### src/inc/acpoc_pkg.sv
// package: constants and types of the converter clock, power and output control
package acpoc_pkg;
  localparam int DATA_W = 14;
  localparam int BUS_W = 15;
  localparam int LATENCY = 8;
  localparam logic [7:0] OUT_MODE_OFS = 8'h08;
  localparam logic [7:0] OUT_MODE_RST = 8'h00;
  localparam int OEB_SEL_LSB = 5;
  localparam logic [1:0] OEB_SEL_CODE = 2'h1;
  localparam int FMT_LSB = 0;
  localparam int DCO_INV_BIT = 2;
  localparam logic [1:0] DIV_BY1 = 2'h0;
  localparam logic [1:0] DIV_BY2 = 2'h1;
  localparam logic [1:0] DIV_BY4 = 2'h2;
  localparam int CLK_MULT_MAX = 4;
  typedef enum logic [1:0] {ACPOC_FMT_OFFSET, ACPOC_FMT_TWOS, ACPOC_FMT_GRAY} acpoc_fmt_t;
  typedef enum logic [1:0] {ACPOC_PWR_RUN, ACPOC_PWR_STANDBY, ACPOC_PWR_DOWN} acpoc_pwr_t;
endpackage : acpoc_pkg

### src/inc/acpoc_pipe_if.sv
// interface: sample stream between control top and latency pipeline
`timescale 1ns/1ns
interface acpoc_pipe_if;
  logic adv;
  logic [13:0] din;
  logic [13:0] dout;
  modport ctrl (output adv, output din, input dout);
  modport pipe (input adv, input din, output dout);
endinterface : acpoc_pipe_if

### src/hw/acpoc_top.sv
// module: clock divider, power modes, output format and gating of the converter back end
`timescale 1ns/1ns
module acpoc_top #(
  parameter int DEPTH = acpoc_pkg::LATENCY
) (
  input wire logic clk,                // sample clock input
  input wire logic arst_n,             // async reset, active low
  input wire logic [13:0] adc_sample,  // core conversion result
  input wire logic spi_mode,           // serial control active
  input wire logic power_down_pin,     // pin mode power-down
  input wire logic mode_pin,           // serial mode multi-function pin
  input wire logic serial_clock_format_select_pin, // pin mode format strap
  input wire logic [1:0] clk_div_sel,  // divider ratio code
  input wire logic cfg_we,             // register write strobe
  input wire logic [7:0] cfg_addr,     // register address
  input wire logic [7:0] cfg_wdata,    // register write data
  input wire logic [1:0] pwr_cmd,      // serial power command
  output logic [7:0] cfg_rdata,        // register read data
  output logic [14:0] data_out,        // parallel output bus
  output logic [14:0] data_oe,         // output enables
  output logic data_capture_clock_out, // data clock
  output logic dco_oe,                 // data clock enable
  output logic ref_on,                 // reference powered
  output logic core_run                // conversion active
);
  // ***************
  // reset and pins
  // ***************
  logic rs1_r, rs2_r;
  always_ff @(posedge clk or negedge arst_n) begin
    if (!arst_n) begin
      rs1_r <= 1'b0;
      rs2_r <= 1'b0;
    end else begin
      rs1_r <= 1'b1;
      rs2_r <= rs1_r;
    end
  end
  wire rst_n = rs2_r;
  logic [3:0] pa_r, pb_r;
  // no reset: strap level must already stand when reset lifts
  always_ff @(posedge clk) begin
    pa_r <= {spi_mode, power_down_pin, mode_pin, serial_clock_format_select_pin};
    pb_r <= pa_r;
  end
  wire spi_s = pb_r[3];
  wire pdp_s = pb_r[2];
  wire mode_s = pb_r[1];
  wire fmt_s = pb_r[0];
  logic strap_fmt_r, strap_done_r;
  always_ff @(posedge clk or negedge rst_n) begin
    if (!rst_n) begin
      strap_fmt_r <= 1'b0;
      strap_done_r <= 1'b0;
    end else if (!strap_done_r) begin
      strap_fmt_r <= fmt_s;
      strap_done_r <= 1'b1;
    end
  end
  // ***************
  // register output_mode_config
  // ***************
  logic [7:0] out_mode_r;
  wire hit = cfg_addr == acpoc_pkg::OUT_MODE_OFS;
  always_ff @(posedge clk or negedge rst_n) begin
    if (!rst_n) out_mode_r <= acpoc_pkg::OUT_MODE_RST;
    else if (cfg_we && hit) out_mode_r <= cfg_wdata;
  end
  always_ff @(posedge clk or negedge rst_n) begin
    if (!rst_n) cfg_rdata <= 8'h00;
    else cfg_rdata <= hit ? out_mode_r : 8'h00;
  end
  wire oeb_en = spi_s && (out_mode_r[6:5] == acpoc_pkg::OEB_SEL_CODE);
  wire dco_inv = out_mode_r[acpoc_pkg::DCO_INV_BIT];
  // ***************
  // clock divider
  // ***************
  // ratio select
  logic [1:0] div_cnt_r;
  wire [1:0] div_max = (clk_div_sel == acpoc_pkg::DIV_BY4) ? 2'h3 :
                       (clk_div_sel == acpoc_pkg::DIV_BY2) ? 2'h1 : 2'h0;
  wire tick = div_cnt_r >= div_max;
  always_ff @(posedge clk or negedge rst_n) begin
    if (!rst_n) div_cnt_r <= 2'h0;
    else div_cnt_r <= tick ? 2'h0 : div_cnt_r + 2'h1;
  end
  // ***************
  // power state
  // ***************
  acpoc_pkg::acpoc_pwr_t pwr_r, pwr_nxt;
  wire down_req = spi_s ? (mode_s && !oeb_en) || (pwr_cmd == 2'h2) : pdp_s;
  wire stby_req = spi_s && (pwr_cmd == 2'h1);
  always_comb begin
    case (pwr_r)
      default: pwr_nxt = down_req ? acpoc_pkg::ACPOC_PWR_DOWN :
                         stby_req ? acpoc_pkg::ACPOC_PWR_STANDBY : acpoc_pkg::ACPOC_PWR_RUN;
    endcase
  end
  always_ff @(posedge clk or negedge rst_n) begin
    if (!rst_n) pwr_r <= acpoc_pkg::ACPOC_PWR_RUN;
    else pwr_r <= pwr_nxt;
  end
  wire running = pwr_r == acpoc_pkg::ACPOC_PWR_RUN;
  // ***************
  // pipeline and format
  // ***************
  acpoc_pipe_if pif ();
  assign pif.adv = tick && running;
  assign pif.din = adc_sample;
  acpoc_pipe #(.DEPTH(DEPTH)) u_pipe (.clk(clk), .rst_n(rst_n), .p(pif));
  wire [1:0] fmt = spi_s ? out_mode_r[1:0] : {1'b0, strap_fmt_r};
  wire [13:0] tw = {~pif.dout[13], pif.dout[12:0]};
  wire [13:0] gr = pif.dout ^ {1'b0, pif.dout[13:1]};
  wire [13:0] fmt_d = (fmt == 2'h1) ? tw : (fmt == 2'h2) ? gr : pif.dout;
  logic adv_d_r;
  always_ff @(posedge clk or negedge rst_n) begin
    if (!rst_n) adv_d_r <= 1'b0;
    else adv_d_r <= pif.adv;
  end
  always_ff @(posedge clk or negedge rst_n) begin
    if (!rst_n) data_out <= 15'h0000;
    else if (adv_d_r) data_out <= {1'b0, fmt_d};
  end
  always_ff @(posedge clk or negedge rst_n) begin
    if (!rst_n) data_capture_clock_out <= 1'b0;
    // divide by one: toggle per word, no room for a mid-word edge
    else if (div_max == 2'h0 && pif.adv) data_capture_clock_out <= ~data_capture_clock_out;
    else if (adv_d_r) data_capture_clock_out <= dco_inv;
    else if (pif.adv) data_capture_clock_out <= ~dco_inv;
  end
  wire drive = (pwr_nxt != acpoc_pkg::ACPOC_PWR_DOWN) && !(oeb_en && mode_s);
  always_ff @(posedge clk or negedge rst_n) begin
    if (!rst_n) begin
      data_oe <= 15'h0000;
      dco_oe <= 1'b0;
      ref_on <= 1'b0;
      core_run <= 1'b0;
    end else begin
      data_oe <= {15{drive}};
      dco_oe <= drive;
      ref_on <= pwr_nxt != acpoc_pkg::ACPOC_PWR_DOWN;
      core_run <= pwr_nxt == acpoc_pkg::ACPOC_PWR_RUN;
    end
  end
  // ***************
  // checks
  // ***************
  property p_float_down;
    @(posedge clk) disable iff (!rst_n) (pwr_r == acpoc_pkg::ACPOC_PWR_DOWN) |-> !dco_oe;
  endproperty
  a_float_down: assert property (p_float_down) else $error("drivers on in power-down");
  property p_pin_down;
    @(posedge clk) disable iff (!rst_n) (!spi_s && pdp_s) |=> !core_run;
  endproperty
  a_pin_down: assert property (p_pin_down) else $error("pin power-down ignored");
  property p_wake;
    @(posedge clk) disable iff (!rst_n) (!spi_s && !pdp_s) |=> core_run;
  endproperty
  a_wake: assert property (p_wake) else $error("no return to run");
  property p_stby;
    @(posedge clk) disable iff (!rst_n) (pwr_r == acpoc_pkg::ACPOC_PWR_STANDBY) |-> ref_on;
  endproperty
  a_stby: assert property (p_stby) else $error("reference off in standby");
  property p_oeb;
    @(posedge clk) disable iff (!rst_n) (oeb_en && mode_s) |=> !data_oe[0];
  endproperty
  a_oeb: assert property (p_oeb) else $error("outputs driven with disable high");
  property p_sel;
    @(posedge clk) disable iff (!rst_n) (spi_s && mode_s && !oeb_en) |=> !core_run;
  endproperty
  a_sel: assert property (p_sel) else $error("mode pin power-down ignored");
  property p_div4;
    @(posedge clk) disable iff (!rst_n)
      (clk_div_sel == acpoc_pkg::DIV_BY4 && $stable(clk_div_sel) && tick) |=> !tick [*3];
  endproperty
  a_div4: assert property (p_div4) else $error("divide by four spacing wrong");
  property p_dout;
    @(posedge clk) disable iff (!rst_n) !adv_d_r |=> $stable(data_out);
  endproperty
  a_dout: assert property (p_dout) else $error("output changed off edge");
endmodule : acpoc_top

### src/hw/acpoc_pipe.sv
// module: fixed-latency sample delay line
`timescale 1ns/1ns
module acpoc_pipe #(
  parameter int DEPTH = 8
) (
  input wire logic clk,          // sample clock
  input wire logic rst_n,        // synchronised reset
  acpoc_pipe_if.pipe p           // stream port
);
  logic [13:0] stage_r [DEPTH];
  always_ff @(posedge clk or negedge rst_n) begin
    if (!rst_n) begin
      for (int i = 0; i < DEPTH; i++) stage_r[i] <= 14'h0000;
    end else if (p.adv) begin
      stage_r[0] <= p.din;
      for (int i = 1; i < DEPTH; i++) stage_r[i] <= stage_r[i-1];
    end
  end
  assign p.dout = stage_r[DEPTH-1];
endmodule : acpoc_pipe

### config.mk
export PLATFORM = sky130hd
export DESIGN_NAME = acpoc_top
export DESIGN_NICKNAME = d
export VERILOG_FILES = /design/src/inc/acpoc_pkg.sv /design/src/inc/acpoc_pipe_if.sv /design/src/hw/acpoc_top.sv /design/src/hw/acpoc_pipe.sv
export SDC_FILE = /design/constraint.sdc
export NUM_CORES = 1
export LEC_CHECK = 0
export BUFFER_PORTS_ARGS = -buffer_cell sky130_fd_sc_hd__buf_4
export CAP_MARGIN = 10
export CORE_MARGIN = 3
export CORE_UTILIZATION = 57
export DETAILED_ROUTE_END_ITERATION = 12
export PLACE_DENSITY_LB_ADDON = 0.05
export SETUP_SLACK_MARGIN = 0.3
export SYNTH_ARGS = -nofsm -noshare
export SYNTH_HDL_FRONTEND = slang
export SYNTH_HIERARCHICAL = 1
export SYNTH_SLANG_ARGS = --single-unit
### constraint.sdc
create_clock -name clk -period 5.7 [get_ports clk]
set_clock_uncertainty 0.05 [all_clocks]
set_input_delay 0.57 -clock clk [delete_from_list [all_inputs] [get_ports clk]]
set_output_delay 0.57 -clock clk [all_outputs]
set_load 0.03 [all_outputs]
* Word-level counts from Yosys, hierarchy flattened
Cells that the tools add are included.
** Cells by class
- Bitwise gates (word level) :: 4
- Magnitude comparators :: 1
- Mux-type cells :: 13
- Equal/unequal tests :: 9
- Div/mod/pow operators :: 0
- Reduce and logical (&&, ||, !) cells :: 15
- Shift operators :: 0
- $mul :: 0
- $add $sub $neg :: 1
** Operator list (number)
- $mux 14 :: 2
- $xor 14x13->14 :: 1
- $eq 2x1->1 const B :: 4
- $eq 8x4->1 const B :: 1
- $logic_and 1x1->1 :: 8
- $mux 2 :: 4
- $mux 8 :: 1
- $eq 2x2->1 const B :: 3
- $logic_not 2->1 :: 3
- $mux 1 :: 6
- $not 1->1 :: 3
- $reduce_bool 3->1 :: 1
- $add 2x1->2 const B :: 1
- $ge 2x2->1 :: 1
- $logic_not 1->1 :: 2
- $ne 2x2->1 const B :: 1
- $logic_or 1x1->1 :: 1
** Storage, ports and cells
- RAM bits :: 0
- Output and inout bits :: 42
- ROM bits :: 0
- Word-level logic and storage cells :: 68
- Memories kept :: 0
- Bits in latches :: 0
- Register bits after elaboration :: 164

* Depth between registers and ports, before layout
Gate-level depths: netlist (run 1).
- Word-level depth :: 9
- Gate-level depth with buffers :: 9
- Mapped depth without buffers :: 8

* Modules after synthesis
The synthesis (run 1) kept the hierarchy.
** Modules (own cells, without submodules)
- acpoc_pipe :: cells each 250, sequential area each 2802.7 sq um, area an instance 4281.6 sq um, instances 1
- acpoc_top :: cells each 186, sequential area each 1236.2 sq um, area an instance 2155.8 sq um, instances 1

* Worst setup path before layout (run 1)
OpenSTA, ideal clock, no wires.
- Kind :: input port to flip-flop
- Start point :: input clk_div_sel[0]
- End point :: register u_pipe/stage_r[100] in the netlist's numbering
- Path buffers :: 2
- Path slack :: 2892 ps
- Setup time :: 125 ps
- Arrival time :: 2633 ps
- Data required time :: 5525 ps
- Stages on the path :: 9
- Cells stage by stage :: inv_1 ha_1 inv_1 ha_1 nor3b_1 nor4_1 buf_4 buf_6 mux2_2
** On the way
- Word-level cells in the longest chain between the ends :: 5
- Elaborated cells on any way between the ends :: 6
- Those cells by class :: 1 x order compare; 2 x eq/ne; 2 x mux; 1 x reduce/logical
** Ends and longest elaborated chain
- from (decl) :: line acpoc_top.sv:13 : input wire logic [1:0] clk_div_sel,
- $eq 2x1->1 :: line acpoc_top.sv:81 : (clk_div_sel == acpoc_pkg::DIV_BY2) ? 2'h1 : 2'h0;
- $mux 1 :: line acpoc_top.sv:81
- $mux 2 (*) :: line acpoc_top.sv:80 : wire [1:0] div_max = (clk_div_sel == acpoc_pkg::DIV_BY4) ? 2'h3 :
- $ge 2x2->1 (*) :: line acpoc_top.sv:82 : wire tick = div_cnt_r >= div_max;
- $logic_and 1x1->1 (*) :: line acpoc_top.sv:108 : assign pif.adv = tick && running;
- net pif.adv :: line acpoc_pipe_if.sv:4 : logic adv;
- to (decl) :: line acpoc_pipe.sv:10 : logic [13:0] stage_r [DEPTH];
Mark *: on every way through the listed nets, which the timed path passes. The rest lies on a longest branch.
A chain may end at the register's enable or synchronous reset.

* Worst setup path after layout (run 1)
- Start point :: input clk_div_sel[1]
- End point :: register u_pipe/stage_r[48] in the netlist's numbering
Same word-level chain as after synthesis.

==> metrics.cfg, run 1 <==
[yosys]
yosys_most_used_dff = dfrtp_1
synthTopCellsByArea = dfrtp_1, mux2_2, buf_4
synthCells = 436
syn_avg_cell_area_um2 = 14.8
synth_cell_types = 33
synth_xor_area_frac = 0.0218
synth_top_area_share = 0.603
synth-warning-count = 6
synth_most_common_cell = dfrtp_1
synth_top_family_by_area = multiplexers
synth-compound-area-share = 0.0187
synthMuxAreaShare = 0.220
syn-cell-area_um2 = 6440
synth_area_leader_cell = dfrtp_1
yosysSeqAreaShare = 0.627
synthAdderAreaFrac = 0.00583
async_reset_ff_frac = 0.951
synth_edf_count = 0
synth.ff_latch_count = 163
synth_simple_gate_area_frac = 0.0441
synth_commonest_cells = dfrtp_1, mux2_2, buf_4

[placed_design]
place_congestion = 0.709
portBuffers = 81
preCtsSetupSlack_ns = 2.85
hpwl_um = 5800

[floorplan]
io_pins = 83
coreArea_um2 = 10900
dieWidth_um = 112
die_y_um = 112
start_util = 0.589
die_area_um2 = 12600
num_rows = 38

[power]
p_leak_uw = 0.00351
power_density_nw_per_um2 = 558
ir_drop_uv = 305

[grt]
grt_pass1_wl_um = 16200
grt_usage = 0.162
antenna_found_initial = 0
overflow = 0
first_global_vias = 3375
grt_max_degree = 117

[layout]
final_nets = 536
drive_above_1_share = 0.487
area_growth_pct = 18.0
n_antenna_cell = 0
fillers = 804

[critical_path]
critPathKind = in -> reg
cp_data_arrival_time_ns = 2.68
rr_startpoint = div_cnt_r[0]$_DFF_PN0_
end_kind = register
reg2reg_to = u_pipe/stage_r[48]$_DFFE_PN0P_
cp-startpoint = clk_div_sel[1]
reg2reg_depth = 6
path_max_fanout = 116
worst_setup_path_start_kind = input pin
critPathRequiredTime_ns = 5.95
r2r_slack_ns = 3.44

[min_path]
hp-class = in -> reg
hp-start = spi_mode
min_to = pa_r[3]$_DFF_P_
hold_path_depth = 1

[cts]
cts_tree = done
clk_latency_ns = 0.41
numCtsBuffers = 17
cts_root_buf = clkbuf_16
cts.sinks = 163
clock_tree.buffer_depth = 2
cts_setup_buffers = 0
h-tree-depth = 4
clk_pin_slew_ns = 0.06

[sta]
hold_violations = 0
layout_min_cycle_time_ns = 2.44
fin_ws_ns = 3.26
setup_viol = 0
fin_crit_sh = 0.427
tightestPinTransition_ns = 1.00
slew_headroom = 0.333
fin_tns_setup_ns = 0
timing.fmax_mhz = 411
report.final.slew_viol_count = 0
rsz0062_at_grt = no

[route]
drc_errors = 0
vias = 3295
drt_iter0_markers = 156
firstDrtPassIters = 4
vias_per_cell = 5.11
post_drt_wl_per_cell_um = 14.4
routed_wl_um = 9300
detail-route-antenna-nets = 0

[outcome]
outcome = finished clean

[run]
drv_cap = 0

-- layer usage --
layer | wire [um] | share of wire | track usage
met5 | 0 | 0 | 0
met3 | 419 | 0.045 | 0.0474
met2 | 4420 | 0.47 | 0.250
met4 | 190 | 0.020 | 0.0809
met1 | 4270 | 0.46 | 0.212
-- critical path: stages --
cell	delay (ns)
buf_4	0.11
ha_1	0.28
inv_1	0.06
ha_1	0.29
nor3b_1	0.06
nor4_2	0.33
buf_12	0.46
mux2_2	0.41
-- area by class of cell --
class                      instances  area, um2  area share
multi-input combinational        220       2010       0.265
clock buffer                      22        474      0.0624
inverter                           6       22.5     0.00296
sequential                       163       4040       0.532
timing repair buffer              84        646      0.0850
tap                              140        175      0.0231
clock inverter                    10        225      0.0296
-- timing repair --
item / in CTS / in global routing
gates resized for setup: 0 / 0
endpoints found under the hold margin: 2 / 0
hold buffers: 1 / 0
-- sequential cells by signal, indices dropped and copies added (netlist names), 4 cells and up --
name	flops
cfg_rdata	8
out_mode_r	8
data_out	14
pb_r	4
u_pipe/stage_r	98
u_pipe/p.dout	14
pa_r	4
-- cell families (layout without fill, tap and decap cells) --
| logic type | after synthesis | after routing |
|---|---|---|
| adders and majority gates | 3 | 3 |
| DFF | 163 | 163 |
| muxes | 123 | 123 |
| and+or+nand+nor | 53 | 53 |
| AOI/OAI and AO/OA | 22 | 22 |
| xor gates and xnor gates | 16 | 16 |
| buffers and inverters | 54 | 122 |
| other | 2 | 3 |
-- how the worst max path moves through the flow --
stage | end | slack, ns
after floorplan | adv_d_r$_DFF_PN0_ | 1.01
after global placement | u_pipe/stage_r[83]$_DFFE_PN0P_ | 2.94
after detailed placement | u_pipe/stage_r[56]$_DFFE_PN0P_ | 2.85
after CTS | u_pipe/stage_r[21]$_DFFE_PN0P_ | 3.30
after global routing | u_pipe/stage_r[56]$_DFFE_PN0P_ | 3.20
final | u_pipe/stage_r[48]$_DFFE_PN0P_ | 3.26
-- placed cells by master (no fill, tap or decap), types with 2 or more instances in the layout --
cell type  count
clkbuf_1       2
inv_1          6
nand2b_1       2
o22ai_1        2
dfrtp_1      154
clkinv_2       3
xor2_1        14
mux2_2       114
o21ai_0        3
clkbuf_8       3
a21oi_1       14
a21o_1         2
and2_2         8
dfxtp_1        8
nand3b_1       2
clkbuf_16     17
nor2_1        19
nand2_1       13
conb_1         3
ha_1           3
xnor2_1        2
buf_4         82
bufinv_16      7
mux2_4         8
-- where the power goes --
group          switching (uW)  leakage, uW  internal [uW]
sequential                288      0.00196           1630
clock                     423     0.000344            899
combinational             415      0.00120            579
-- per-stage QoR --
step	instances	cell area [um2]	util	power, uW	hold WS [ns]
floorplan	437	6440	-	2750	0.224
global placement	612	6890	0.630	2880	0.263
detailed placement	612	6890	0.630	2950	0.265
CTS	645	7600	0.695	4290	0.184
global route	645	7600	0.695	4490	0.189
finish	645	7600	0.695	4240	0.210
(Power assumes the default switching activity.)
==> run 2, diff against run 1 <==
Settings changed: ABC_AREA from default to 1, CORE_UTILIZATION 57 to 52.
Clock period 5.7 ns to 2 ns, I/O delays scaled along.
==> metrics.cfg, run 2 <==
[route]
routed_wl_um = 12300  ; +32%
drt_iter0_markers = 221  ; +42%
detail-route-antenna-nets = 0  ; unchanged
vias_per_cell = 4.64  ; -9.1%
firstDrtPassIters = 4  ; unchanged
vias = 4630  ; +41%
post_drt_wl_per_cell_um = 12.3  ; -15%
drc_errors = 0  ; unchanged

[power]
ir_drop_uv = 689  ; +130%
power_density_nw_per_um2 = 1380  ; +150%
p_leak_uw = 0.00451  ; +29%
total_power_uw = 11500  ; +170%

[critical_path]
worst_setup_path_start_kind = register
path_buf_inv = 4  ; +1
critPathRequiredTime_ns = 2.30  ; -3.65 ns
critPathKind = reg -> reg
crit_family = buffers and inverters
slowest_delay_ns = 0.38  ; -0.08 ns
path_max_fanout = 12  ; -90%
crit_chain = inv_1, ha_1, nand2_2, nand3_4, nand2_4, clkinv_8, inv_16, clkbuf_16, nand2_1, nand2_1
cp_common_cell = nand2_1
cp_data_arrival_time_ns = 1.96  ; -0.72 ns
end_kind = register
slowest_stage = dfrtp_1

[layout]
area_growth_pct = 26.2
final_nets = 861  ; +61%
design_area_um2 = 8300  ; +9.2%
layout_commonest_cell = nand2_1
fillers = 994  ; +24%
layout_common_cells = nand2_1, dfrtp_1, buf_4
drive_above_1_share = 0.186  ; -0.301
largest_reg_flops = 98  ; unchanged
top_register = u_pipe/stage_r
n_antenna_cell = 0  ; unchanged

[yosys]
synth_top_area_share = 0.590  ; -0.0125
synth_area_leader_cell = dfrtp_1
syn-cell-area_um2 = 6570  ; +2.1%
synth.ff_latch_count = 163  ; unchanged
synthCells = 724  ; +66%
synth_most_common_cell = nand2_1
synth_edf_count = 0  ; unchanged
synthTopCellsByArea = dfrtp_1, nand2_1, buf_4
yosys_most_used_dff = dfrtp_1
synth-warning-count = 6  ; unchanged
synth_commonest_cells = nand2_1, dfrtp_1, buf_4
syn_avg_cell_area_um2 = 9.08  ; -39%
async_reset_ff_frac = 0.951  ; unchanged
synth_cell_types = 24  ; -27%
yosysSeqAreaShare = 0.614  ; -0.0130

[cts]
clk_pin_slew_ns = 0.06  ; about the same
h-tree-depth = 4  ; unchanged
cts_tree = done
cts.sinks = 163  ; unchanged
cts_root_buf = clkbuf_16
clk_latency_ns = 0.42  ; about the same
clock_tree.buffer_depth = 2  ; unchanged
numCtsBuffers = 17  ; unchanged

[floorplan]
start_util = 0.541  ; -0.0481
dieWidth_um = 118  ; +5.5%
die_y_um = 118  ; +5.5%
coreArea_um2 = 12200  ; +11%
num_rows = 40  ; +5.3%
die_area_um2 = 14000  ; +11%
io_pins = 83  ; unchanged

[grt]
grt_pass1_wl_um = 20200  ; +25%
first_global_vias = 4598  ; +36%
grt_max_degree = 58  ; -50%
grt_usage = 0.175  ; +0.0129
overflow = 0  ; unchanged
antenna_found_initial = 0  ; unchanged

[sta]
layout_min_cycle_time_ns = 1.66
fin_ws_ns = 0.340  ; -2.92 ns
report.final.slew_viol_count = 0  ; unchanged
timing.fmax_mhz = 602
fin_tns_setup_ns = 0  ; unchanged
rsz0062_at_grt = yes
setup_viol = 0  ; unchanged
tightestPinTransition_ns = 0.553  ; -0.448 ns
fin_crit_sh = 0.830
hold_violations = 0  ; unchanged
slew_headroom = 0.632  ; +0.299
hold_ws_ns = 0.0520  ; -0.158 ns

[placed_design]
portBuffers = 81  ; unchanged
place_area_um2 = 7170  ; +4.0%
place_congestion = 0.739  ; +4.2%
hpwl_um = 7430  ; +28%
preCtsSetupSlack_ns = 0.0508  ; -2.80 ns

[min_path]
hp-class = in -> async

[outcome]
outcome = finished clean

[run]
drv_cap = 0  ; unchanged

==> run 2: cell types whose count changed in the layout (fill, tap and decap cells not counted), sizes merged, moves of 8 or more <==
| cell | change |
|---|---|
| nand2 | +382 |
| dlygate4sd3 | +27 |
| clkbuf | +12 |
| inv | +18 |
| mux2 | -121 |
| nand4 | +10 |
| and2 | -8 |
| xnor2 | +12 |
| buf | +16 |
| nor2 | +8 |
| xor2 | -13 |
==> run 2: logic make-up (layout without fill, tap and decap cells) <==
family / count (synthesis) / after routing / share of synthesized area
adder cells (fa/ha/maj): 3 / 3 / 0.00571
XOR/XNOR: 15 / 15 / 0.0200
other: 2 / 3 / 0.00114
flip-flops: 163 / 163 / 0.614
multiplexers: 1 / 1 / 0.00171
AND/OR/NAND/NOR: 442 / 442 / 0.260
buffers and inverters: 86 / 190 / 0.0851
AO/OA/AOI/OAI: 12 / 12 / 0.0118
==> run 2: power breakdown <==
group          total, uW  internal (uW)  switching, uW
Clock               3070           1900           1170
Combinational       3230           1430           1800
Sequential          5150           4450            697
==> run 2: path summary, 6_finish.rpt <==
kind                                             start                              end  slack (ns)  depth (start not counted)
min in group clk                            pwr_cmd[0]               pwr_r[0]$_DFF_PN0_        0.10                          5
worst min-delay path                            arst_n                  rs2_r$_DFF_PN0_        0.05                          2
worst max-delay path            div_cnt_r[0]$_DFF_PN0_     u_pipe/p.dout[4]$_DFFE_PN0P_        0.34                         10
max in group asynchronous              rs2_r$_DFF_PN0_  u_pipe/stage_r[109]$_DFFE_PN0P_        0.97                          1
worst min register to register         rs2_r$_DFF_PN0_  u_pipe/stage_r[111]$_DFFE_PN0P_        0.26                          0
worst max register to register  div_cnt_r[0]$_DFF_PN0_     u_pipe/p.dout[4]$_DFFE_PN0P_        0.34                         10
==> run 2: timing repair <==
item	4_1_cts	5_1_grt
hold buffers	28	0
endpoints found under the hold margin	29	0
buffers inserted	1	2
gates resized for setup	3	14
cloned	0	8
setup endpoints to repair	112	112
pin swaps	0	2
==> run 2: per-stage QoR <==
stage,utilization,instances
2_1_floorplan,-,725
3_3_place_gp,0.589,927
3_5_place_dp,0.589,927
4_1_cts,0.660,987
5_1_grt,0.682,997
6_report,0.682,997
==> run 2: cell type report <==
class | count | area (um2) | share of cell area
Clock buffer | 27 | 523 | 0.0630
Clock inverter | 4 | 45.0 | 0.00543
Inverter | 24 | 119 | 0.0143
Multi-Input combinational cell | 476 | 2030 | 0.245
Sequential cell | 163 | 4040 | 0.487
Tap cell | 168 | 210 | 0.0253
Timing Repair Buffer | 134 | 1320 | 0.159
Timing Repair inverter | 1 | 8.76 | 0.00106
==> run 2: metal layers <==
metal  up-vias  part of all wire  routed length (um)  GRT usage
met5         -                 0                   0          0
met4         0             0.019                 231     0.0739
met3        20             0.039                 474     0.0474
met2        81              0.49                6040      0.308
met1      2179              0.45                5510      0.202
li1       2350                 -                   -          -
==> run 3, diff against run 2 <==
Settings changed: ABC_AREA 1 to 0, CORE_UTILIZATION 52 to 57.
Clock period 2 ns to 1.7 ns, I/O delays scaled along.
==> metrics.cfg, run 3 (synthesis gave the netlist of run 1 again) <==
[sta]
setup_viol = 113  ; +113
timing.fmax_mhz = 517  ; -14%
fin_ws_ns = -0.235  ; -0.575 ns
layout_min_cycle_time_ns = 1.93  ; +0.275 ns
slew_headroom = 0.622  ; -0.00988
rsz0062_at_grt = yes
tightestPinTransition_ns = 0.567  ; +0.0148 ns
report.final.slew_viol_count = 0  ; unchanged
hold_violations = 0  ; unchanged
fin_crit_sh = 1.14  ; +0.308

[floorplan]
die_y_um = 112  ; -5.2%
start_util = 0.589  ; +0.0481
dieWidth_um = 112  ; -5.2%
num_rows = 38  ; -5.0%
coreArea_um2 = 10900  ; -10%
io_pins = 83  ; unchanged
die_area_um2 = 12600  ; -10%

[route]
vias_per_cell = 5.14  ; +11%
firstDrtPassIters = 5  ; +1
drc_errors = 0  ; unchanged
detail-route-antenna-nets = 0  ; unchanged
routed_wl_um = 11500  ; -5.9%
post_drt_wl_per_cell_um = 16.3  ; +33%
vias = 3634  ; -22%
drt_iter0_markers = 152  ; -31%

[min_path]
hp-class = in -> reg

[outcome]
outcome = finished with violations
violations = setup timing

[critical_path]
end_kind = register
critPathRequiredTime_ns = 1.95  ; -0.35 ns
path_max_fanout = 17  ; +5
worst_setup_path_start_kind = register
critPathKind = reg -> reg
cp_common_cell = buf_12
crit_chain = inv_2, ha_4, nor3b_4, nor4_4, buf_6, buf_12, buf_12, mux2_2
slowest_delay_ns = 0.36  ; -0.02 ns
slowest_stage = dfrtp_1
cp_data_arrival_time_ns = 2.19  ; +0.23 ns

[layout]
n_antenna_cell = 0  ; unchanged
design_area_um2 = 8640  ; +4.1%
drive_above_1_share = 0.504  ; +0.319
final_nets = 598  ; -31%
instances_no_fill = 707  ; -29%
top_register = u_pipe/stage_r
area_growth_pct = 34.2
layout_common_cells = dfrtp_1, buf_4, mux2_4
largest_reg_flops = 98  ; unchanged
fillers = 624  ; -37%
layout_commonest_cell = dfrtp_1

[placed_design]
portBuffers = 81  ; unchanged
dp.cells = 631  ; -32%
preCtsSetupSlack_ns = -0.449  ; -0.500 ns
hpwl_um = 6610  ; -11%
place_area_um2 = 7220  ; +0.73%
place_congestion = 0.755  ; +2.2%

[grt]
first_global_vias = 3637  ; -21%
grt_pass1_wl_um = 17900  ; -12%
grt_usage = 0.180  ; +0.00488
overflow = 0  ; unchanged
antenna_found_initial = 0  ; unchanged
grt_max_degree = 39  ; -33%

[cts]
clk_latency_ns = 0.42  ; about the same
clk_pin_slew_ns = 0.06  ; about the same
numCtsBuffers = 17  ; unchanged
h-tree-depth = 4  ; unchanged
cts_tree = done
clock_tree.buffer_depth = 2  ; unchanged
cts_root_buf = clkbuf_16
cts.sinks = 163  ; unchanged

[power]
p_leak_uw = 0.00406  ; -10%
ir_drop_uv = 1150  ; +67%
power_density_nw_per_um2 = 1730  ; +25%

[run]
drv_cap = 0  ; unchanged

-- run 3: cell types whose count changed in the layout (fill, tap and decap cells not counted), sizes merged, moves of 10 or more --
cell and delta:
nand2 -382, xor2 +13, nand4 -10, buf +11, inv -18, mux2 +121
xnor2 -12
-- run 3: stage by stage --
step                      power [uW]  utilization  setup TNS (ns)  hold WS (ns)
final                          14900        0.790          -22.40        0.0616
after global routing           15800        0.790          -28.25        0.0631
after CTS                      14100        0.743          -22.18        0.0441
after detailed placement       10300        0.660          -47.25       -0.0956
after global placement         10000        0.660          -41.10       -0.0972
after floorplan                 9360            -          -27.93        -0.176
-- run 3: cell type report --
| class | instances | area (um2) | share of cell area |
|---|---|---|---|
| Clock buffer | 29 | 541 | 0.0626 |
| Clock inverter | 3 | 40.0 | 0.00464 |
| Inverter | 6 | 35.0 | 0.00406 |
| Sequential cell | 163 | 4050 | 0.468 |
| Multi-Input combinational cell | 221 | 2310 | 0.268 |
| Timing Repair Buffer | 145 | 1490 | 0.172 |
| Tap cell | 140 | 175 | 0.0203 |
-- run 3: final timing paths --
kind	from	end	slack (ns)	depth (start not counted)
setup / recovery	div_cnt_r[0]$_DFF_PN0_	u_pipe/stage_r[99]$_DFFE_PN0P_	-0.23	8
hold reg to reg	rs2_r$_DFF_PN0_	u_pipe/stage_r[74]$_DFFE_PN0P_	0.28	0
max in group asynchronous	rs2_r$_DFF_PN0_	u_pipe/stage_r[14]$_DFFE_PN0P_	0.73	1
hold / removal	pwr_cmd[0]	core_run$_DFF_PN0_	0.06	3
setup reg to reg	div_cnt_r[0]$_DFF_PN0_	u_pipe/stage_r[99]$_DFFE_PN0P_	-0.23	8
min in group asynchronous	rs2_r$_DFF_PN0_	u_pipe/stage_r[74]$_DFFE_PN0P_	0.28	0
-- run 3: worst max-delay path, delay by kind of cell (launching register included) --
| kind | cells | cell delay (ns) |
|---|---|---|
| fa+ha+maj | 1 | 0.27 |
| buf+inv | 4 | 0.53 |
| flops | 1 | 0.36 |
| mux | 1 | 0.34 |
| simple gates | 2 | 0.25 |
-- run 3: report_power, final --
group / total [uW] / internal (uW) / switching, uW
registers: 6530 / 5490 / 1040
logic: 4720 / 2990 / 1730
clock network: 3690 / 2290 / 1400
-- run 3: metal layers --
metal | share of wire | GRT usage
met5 | 0 | 0
met4 | 0.016 | 0.0745
met3 | 0.043 | 0.0582
met2 | 0.50 | 0.279
met1 | 0.44 | 0.237
-- run 3: what timing repair did --
| item | 4_1_cts | 5_1_grt |
|---|---|---|
| pin swaps | 0 | 0 |
| setup endpoints to repair | 143 | 135 |
| hold endpoints to repair | 29 | 0 |
| cloned | 0 | 8 |
| hold buffers | 29 | 0 |
| setup buffers | 2 | 5 |
| gates resized for setup | 8 | 80 |
